### config.mk
export PLATFORM = sky130hd
export DESIGN_NAME = tach_pulse_counter
export DESIGN_NICKNAME = d
export VERILOG_FILES = /design/src/logic/unused_placeholder_none.sv /design/src/logic/overtemp_pkg.sv /design/src/logic/tach_pulse_counter.sv
export VERILOG_INCLUDE_DIRS = /design/src /design/src/logic
export SDC_FILE = /design/constraint.sdc
export NUM_CORES = 1
export LEC_CHECK = 0
export CAP_MARGIN = 20
export CORE_MARGIN = 1.5
export CORE_UTILIZATION = 30
export DETAILED_ROUTE_END_ITERATION = 8
export DONT_BUFFER_PORTS = 1
export PLACE_DENSITY = 0.51
export RECOVER_POWER = 100
export SYNTH_ARGS = -nofsm -noshare
export SYNTH_HDL_FRONTEND = slang
export SYNTH_SLANG_ARGS = --single-unit
### constraint.sdc
create_clock -name clk -period 2.53 [get_ports clk]
set_clock_uncertainty 0.1 [all_clocks]
set_input_delay 0.1265 -clock clk [delete_from_list [all_inputs] [get_ports clk]]
set_output_delay 0.1265 -clock clk [all_outputs]
set_load 0.005 [all_outputs]
### src/logic/overtemp_cfg.svh
// Purpose: offsets, reset values and timing counts for the over-temperature timer block
// Assumes: 250 MHz core clock
// Notes:   included by the package; definitions only
`ifndef OVERTEMP_CFG_SVH
`define OVERTEMP_CFG_SVH

`define TIMER_VALUE_ADDR    8'h79
`define TIMER_LIMIT_ADDR    8'h7A
`define PULSES_SEL_ADDR     8'h7B

`define TIMER_VALUE_RESET   8'h00
`define TIMER_LIMIT_RESET   8'hFF
`define PULSES_SEL_RESET    8'h55
`define LIMIT_IMMEDIATE     8'h00
`define COUNT_MAX           8'hFF
`define READ_UNMAPPED       8'h00

`define ASSERT_FLAG_BIT     0
`define FAN_COUNT           4
`define FAN_SEL_W           2

`define STEP_TIME_NS        22760000
`define CLK_PERIOD_NS       4
`define STEP_CYCLES         (`STEP_TIME_NS / `CLK_PERIOD_NS)
`define STEP_CNT_W          24
`define DIRECT_MIN_TIME_NS  45520000
`define DIRECT_MIN_STEPS    8'(`DIRECT_MIN_TIME_NS / `STEP_TIME_NS)

`endif

### src/logic/unused_placeholder_none.sv
`timescale 1ns/10ps
`default_nettype none
`default_nettype wire

### src/logic/overtemp_pkg.sv
// Purpose: state types of the over-temperature timer and tach counters
// Assumes: overtemp_cfg.svh supplies the widths
// Notes:   no constants of its own beyond the types
`include "overtemp_cfg.svh"

package overtemp_pkg;

  typedef enum logic [0:0] {
    TACH_IDLE,
    TACH_COUNT
  } tach_phase_t;

  typedef struct packed {
    logic [2:0]              sync;
    logic                    level;
    tach_phase_t             phase;
    logic [`FAN_SEL_W-1:0]   seen;
    logic                    measuring;
    logic                    done;
  } tach_state_t;

  typedef struct packed {
    logic [2:0]              sync;
    logic                    active;
    logic [`STEP_CNT_W-1:0]  prescale;
    logic [7:0]              count;
    logic                    flag;
    logic [7:0]              limit;
    logic [7:0]              pulses;
    logic [7:0]              rdata;
    logic                    exceed;
  } timer_state_t;

endpackage

### src/logic/tach_pulse_counter.sv
// Purpose: counts tach pulses of one fan for one speed measurement
// Assumes: tach_pin is asynchronous; start is a one-cycle pulse on clk
// Notes:   start while counting restarts the measurement
`timescale 1ns/10ps
`default_nettype none
`include "overtemp_cfg.svh"

module tach_pulse_counter #(
  parameter int SEL_W = `FAN_SEL_W
) (
  input  wire logic             clk,
  input  wire logic             srst,
  input  wire logic             tach_pin,
  input  wire logic             start,
  input  wire logic [SEL_W-1:0] pulse_select,
  output var  logic             measuring,
  output var  logic             done
);

  if (SEL_W != `FAN_SEL_W) begin : g_bad_sel
    $error("tach_pulse_counter: SEL_W must match the field width");
  end

  overtemp_pkg::tach_state_t s;
  overtemp_pkg::tach_state_t next_s;
  logic                      rise;

  always_comb begin
    next_s      = s;
    next_s.sync = {s.sync[1:0], tach_pin};
    next_s.done = 1'b0;
    // glitch filter: level moves only when the two later stages agree
    if (s.sync[1] == s.sync[2]) begin
      next_s.level = s.sync[2];
    end
    rise = next_s.level & ~s.level;
    case (s.phase)
      overtemp_pkg::TACH_IDLE: begin
        if (start) begin
          next_s.phase     = overtemp_pkg::TACH_COUNT;
          next_s.seen      = '0;
          next_s.measuring = 1'b1;
        end
      end
      overtemp_pkg::TACH_COUNT: begin
        if (start) begin
          next_s.seen = '0;
        end else if (rise) begin
          if (s.seen == pulse_select) begin
            next_s.phase     = overtemp_pkg::TACH_IDLE;
            next_s.measuring = 1'b0;
            next_s.done      = 1'b1;
          end else begin
            next_s.seen = s.seen + 1'b1;
          end
        end
      end
      default: begin
        next_s.phase = overtemp_pkg::TACH_IDLE;
      end
    endcase
  end

  always_ff @(posedge clk) begin
    if (srst) begin
      s       <= '0;
      // pulled-up line idles high, so no false edge after reset
      s.sync  <= 3'b111;
      s.level <= 1'b1;
    end else begin
      s <= next_s;
    end
  end

  assign measuring = s.measuring;
  assign done      = s.done;

endmodule // tach_pulse_counter

`default_nettype wire

Word-level counts from Yosys, hierarchy flattened:

Index checks and enable logic that the tools add are counted.

* add/subtract/negate cells: 1
* multiply operators: 0
* div/mod/pow operators: 0
* order comparisons: 0
* equal/unequal tests: 8
* shift operators: 0
* multiplexer cells: 10
* bitwise gates (word level): 4
* reduce and logical (&&, ||, !) cells: 3

Operators with widths (number)
* $mux W2: 4
* $pmux W4 S2: 1
* $mux W5: 1
* $mux W4: 1
* $ne A2 B1 Y1 const B: 2
* $ne A2 B2 Y1 const B: 2
* $reduce_and A4 Y1: 1
* $reduce_or A4 Y1: 1
* $mux W1: 3
* $ne A3 B2 Y1 const B: 1
* $ne A3 B3 Y1 const B: 1
* $not A1 Y1: 3
* $reduce_and A3 Y1: 1
* $add A2 B1 Y2 const B: 1
* $eq A2 B2 Y1: 1
* $and A1 B1 Y1: 1
* $eq A1 B1 Y1: 1

* register bits after elaboration: 9
* latch bits: 0
* RAM bits: 0
* ROM bits: 0
* word-level logic and storage cells: 32
* memories: 0

Logic depth before layout (Yosys ltp):

* depth in word-level cells: 6
* depth in mapped cells: 5
* gate-level depth less buffers: 5

Worst setup path after synthesis:

OpenSTA, ideal clock, no wires.

* path type: register to register
* start: reg s[4] in the netlist's numbering
* end: reg s[2] in the netlist's numbering
* arrival: 1210 ps
* required time: 2360 ps
* path slack: 1150 ps
* cell stages (with the launch flop): 4
* path buffers: 0
* cell sequence: dfxtp_1 -> or3b_1 -> a2111o_1 -> a21oi_1

* word-level cells in the longest chain between the ends: 3
* elaborated cells between the ends (all ways): 6
* those cells by class: 3 x eq/ne; 1 x mux; 1 x bitwise; 1 x reduce/logical

Ends and longest elaborated chain
* start, declared: RTL line tach_pulse_counter.sv:24 `overtemp_pkg::tach_state_t s;`
* start signal, assigned: RTL line tach_pulse_counter.sv:71 `s <= next_s;`
* $not A1 Y1 (no line)
* $ne A2 B2 Y1 (no line)
* $reduce_and A3 Y1 (no line)

Several ways; a longest one is shown, not always the timed one.
A chain may end at the register's enable or synchronous reset.

Final worst setup path:

* start: reg s[5] in the netlist's numbering
* end: reg s[4] in the netlist's numbering

* word-level cells in the longest chain between the ends: 5
* elaborated cells between the ends (all ways): 6
* those cells by class: 4 x mux; 2 x bitwise

Ends and longest elaborated chain
* $mux W1 or $not A1 Y1 (tied branches): RTL line tach_pulse_counter.sv:33, tach_pulse_counter.sv:36
* $and A1 B1 Y1 *: RTL line tach_pulse_counter.sv:36 `rise = next_s.level & ~s.level;`
* $mux W5 *: RTL line tach_pulse_counter.sv:48 `end else if (rise) begin`
* $mux W1 *: RTL line tach_pulse_counter.sv:46 `if (start) begin`
* $pmux W4 S2 *: RTL line tach_pulse_counter.sv:37 `case (s.phase)`

Mark *: on every way between the ends. The rest lies on a longest branch, timed or not. The select of a mux whose other input is x is not followed.

==> impl_summary.md <==
Status
The run finished with clean final reports.

Yosys
The post-synthesis cell type count is 24. After synthesis the netlist holds a flip-flop and latch count of 9. The number of flops mapped to enable cells by yosys is 0. sky130_fd_sc_hd__dfxtp_1 is the most common cell in the netlist. In this run the biggest area consumer among cell types represents 41.86% of the synthesized area. The library cell occupying the most area in the post-synthesis netlist is sky130_fd_sc_hd__dfxtp_1.

Each instance of the synthesized netlist takes up on average 9.565 µm². By count the netlist is led by sky130_fd_sc_hd__dfxtp_1, sky130_fd_sc_hd__a21oi_1, sky130_fd_sc_hd__or2_2. The mapped cell area is 430.4 µm². Of all flip-flops after synthesis, the portion carrying an async set or reset was 0%. The number of nets in the synthesized netlist is 54.

Sorting the synthesized cells by area gives the leading types as sky130_fd_sc_hd__dfxtp_1, sky130_fd_sc_hd__ha_1, sky130_fd_sc_hd__or2_2, sky130_fd_sc_hd__a21oi_1, sky130_fd_sc_hd__xor2_1. The total of warnings raised by yosys is 0. The commonest register cell after synthesis is sky130_fd_sc_hd__dfxtp_1.

Counting every instance in the synthesized netlist gives 45. Sequential cells were found to cover 41.86% of the synthesized design area.

Global route
Entering global routing, the biggest net connects 11 pins. The first global-routing pass estimated 1.255 mm of wire. The total global routing overflow is 0. The number of antenna violations at the first check in global routing is 0. The global router's overall resource usage is 12.71%.

The number of global-route vias before repair came to 298.

Drt
After detailed routing, the number of vias per cell comes to 5.424. After detailed routing, the total wire length is 799 µm. The average wire length per cell after detail routing is 12.11 µm.

The detailed-route via count is 358. After detailed routing, the number of remaining DRC violations is 0. For this block, the initial DRC count from the detailed router was 16. The number of nets with antenna violations after routing is 0. The iteration count of the initial detailed-routing pass is 4.

Timing
The total setup violations reported at the end of the flow is 0. The number of hold violations in the final report is 0. The minimum clock period after layout is 1942 ps. The final setup TNS is 0 ps. Static timing analysis puts the maximum clock frequency at 0.5149 GHz. Setup repair after global routing left no endpoint under its margin. Of the available clock period, the critical path in the final layout requires 76.76%. The worst max-slew margin expressed relative to the limit is 74.25%. Final hold analysis gives a worst-case slack of 11.83 ps. The transition at the pin with the smallest max-transition slack is 376.5 ps.

The number of max-slew violations in the final report is 0.

Final layout
0 antenna diodes ended up in the layout. The synthesis-to-layout area growth is 16.57%. The layout has 137 filler cells. Once layout is complete, the cells apart from fillers number 66. The total number of nets in the final design is 61.

Of the cells placed in the final design, the portion with a size suffix greater than 1 is 13.73%.

Power
The maximum vdd drop is 222.4 µV. The net switching share of the total power is 24.34%. The analysis attributes to net switching a power of 0.07074 mW.

Combinational logic burns 9.2% of the power. The total power density per cell area is 579.2 mW/mm². The static leakage power is 0.1928 nW. The power share of the clock group is 39.7%. Cell internal power was estimated by the tool at 0.2199 mW. The portion of total power attributed to sequential cells is 51.2%.

Die
Pin placement for this block handled 8 I/O pins. The vertical die dimension is 40.88 µm. The placeable core region is 0.001318 mm². The number of core rows is 13. The chip width is 40.88 µm. The effective utilization at floorplan is 32.67%. The floorplan step defined a die boundary enclosing 0.001671 mm².

Setup path
The worst setup path category is flop to flop. The type of origin of the critical path is a flop. The data arrival at the endpoint of the critical path is 2000 ps. The required time reported for the critical path endpoint is 2590 ps.

In this run the worst path has a maximum fanout of 7. The kind of end point of the critical path is a flop.

Clock tree
The clock-pin slew of the registers on the worst-case setup and hold paths is 70 ps. No sink is reached through more buffers than the 2 on the longest clock path. The root cell of the clock tree is sky130_fd_sc_hd__clkbuf_4. The number of H-tree levels is 1.

The clock tree from TritonCTS is built. Once the clock tree was built, the resizer swapped 0 gates to a different size. Clock tree synthesis found a total of 9 sinks.

Clock tree synthesis inserted a total of 3 buffers. Buffers added to address setup during post-CTS repair amount to 0. The clock latency at the later pin of the worst-skew pair is 270 ps.

The hold buffer count at CTS is 3.

Placed design
Counting tap cells, the placed design contains a total of 59 instances. The routability-driven placement congestion ratio is 0.7355. The wire-length estimate of the detail-placed layout is 562.6 µm. In this run the tool buffered the top-level ports with 0 buffer cells.

Flow run
The number of maximum-capacitance constraint violations is 0.

Worst hold path
The path category of the worst min-delay check is input port to flop.
## sequential cells by signal, indices dropped and copies added (netlist names)
| register | count |
|---|---|
| done | 1 |
| next_s | 2 |
| measuring | 1 |
| s | 5 |
## placed cells by master (no fill, tap or decap), types with 2 or more instances in the layout
cell                            Yosys  final
sky130_fd_sc_hd__dlygate4sd3_1      0      3
sky130_fd_sc_hd__nor2_1             3      3
sky130_fd_sc_hd__clkbuf_4           0      3
sky130_fd_sc_hd__a21oi_1            4      4
sky130_fd_sc_hd__ha_1               3      3
sky130_fd_sc_hd__or2_2              4      4
sky130_fd_sc_hd__inv_1              2      2
sky130_fd_sc_hd__dfxtp_1            9      9
sky130_fd_sc_hd__o21bai_1           2      2
sky130_fd_sc_hd__xor2_1             2      2
## path summary, 6_finish.rpt
path | startpoint | endpoint | slack (ps) | depth (start not counted)
max reg2reg | s[5] | s[4] | 590 | 4
max | s[5] | s[4] | 590 | 4
min | start | done | 10 | 3
min reg2reg | next_s[7] | next_s[8] | 310 | 1
## per-layer routing
metal / track usage (%) / up-vias / share of wire, %
met4: 10.00 / 0 / 2.1
met2: 16.80 / 15 / 44
met3: 8.696 / 4 / 9.3
met1: 13.77 / 164 / 45
li1: - / 175 / -
met5: 0 / - / 0
## power by group through the flow
| stage | clock (mW) | combinational, mW | sequential (mW) |
|---|---|---|---|
| 2_1_floorplan | 0 | 0.0189 | 0.151 |
| 3_3_place_gp | 0 | 0.0196 | 0.152 |
| 3_5_place_dp | 0 | 0.0208 | 0.152 |
| 4_1_cts | 0.116 | 0.0266 | 0.149 |
| 5_1_grt | 0.130 | 0.0298 | 0.149 |
| 6_report | 0.115 | 0.0266 | 0.149 |
## kinds of logic (layout without fill, tap and decap cells)
kind of cell	count (synthesis)	count (layout)	synth area share, %
buf+inv	3	9	2.616
xor+xnor	2	2	4.071
simple gates	15	15	20.06
fa+ha+maj	3	3	8.722
flops	9	9	41.86
compound gates	13	13	22.68
## metrics by stage
step                setup slack (ps)  cell area [µm²]  total power [mW]  utilization (%)
CTS                            629.5            501.7            0.2915            38.08
global route                   470.5            501.7            0.3086            38.08
finish                         588.0            501.7            0.2906            38.08
global placement               991.9            445.4            0.1713            33.81
detailed placement             994.9            445.4            0.1726            33.81
floorplan                       1150            430.4            0.1701                -
## critical path, cell delays in order (launching register included)
cell and delay (ps):
sky130_fd_sc_hd__dfxtp_1 320, sky130_fd_sc_hd__nand3b_1 270, sky130_fd_sc_hd__o31ai_1 450, sky130_fd_sc_hd__a21oi_1 120, sky130_fd_sc_hd__dlygate4sd3_1 580
## final cells by class
class / count / area, µm² / area share (%)
repair buffers: 3 / 30.03 / 5.985
flip-flops and latches: 9 / 180.2 / 35.91
inverters: 2 / 7.507 / 1.496
well taps: 15 / 18.77 / 3.741
multi-input cells: 33 / 239.0 / 47.63
clock buffers: 4 / 26.28 / 5.237
Power figures use the tool's default switching activity.
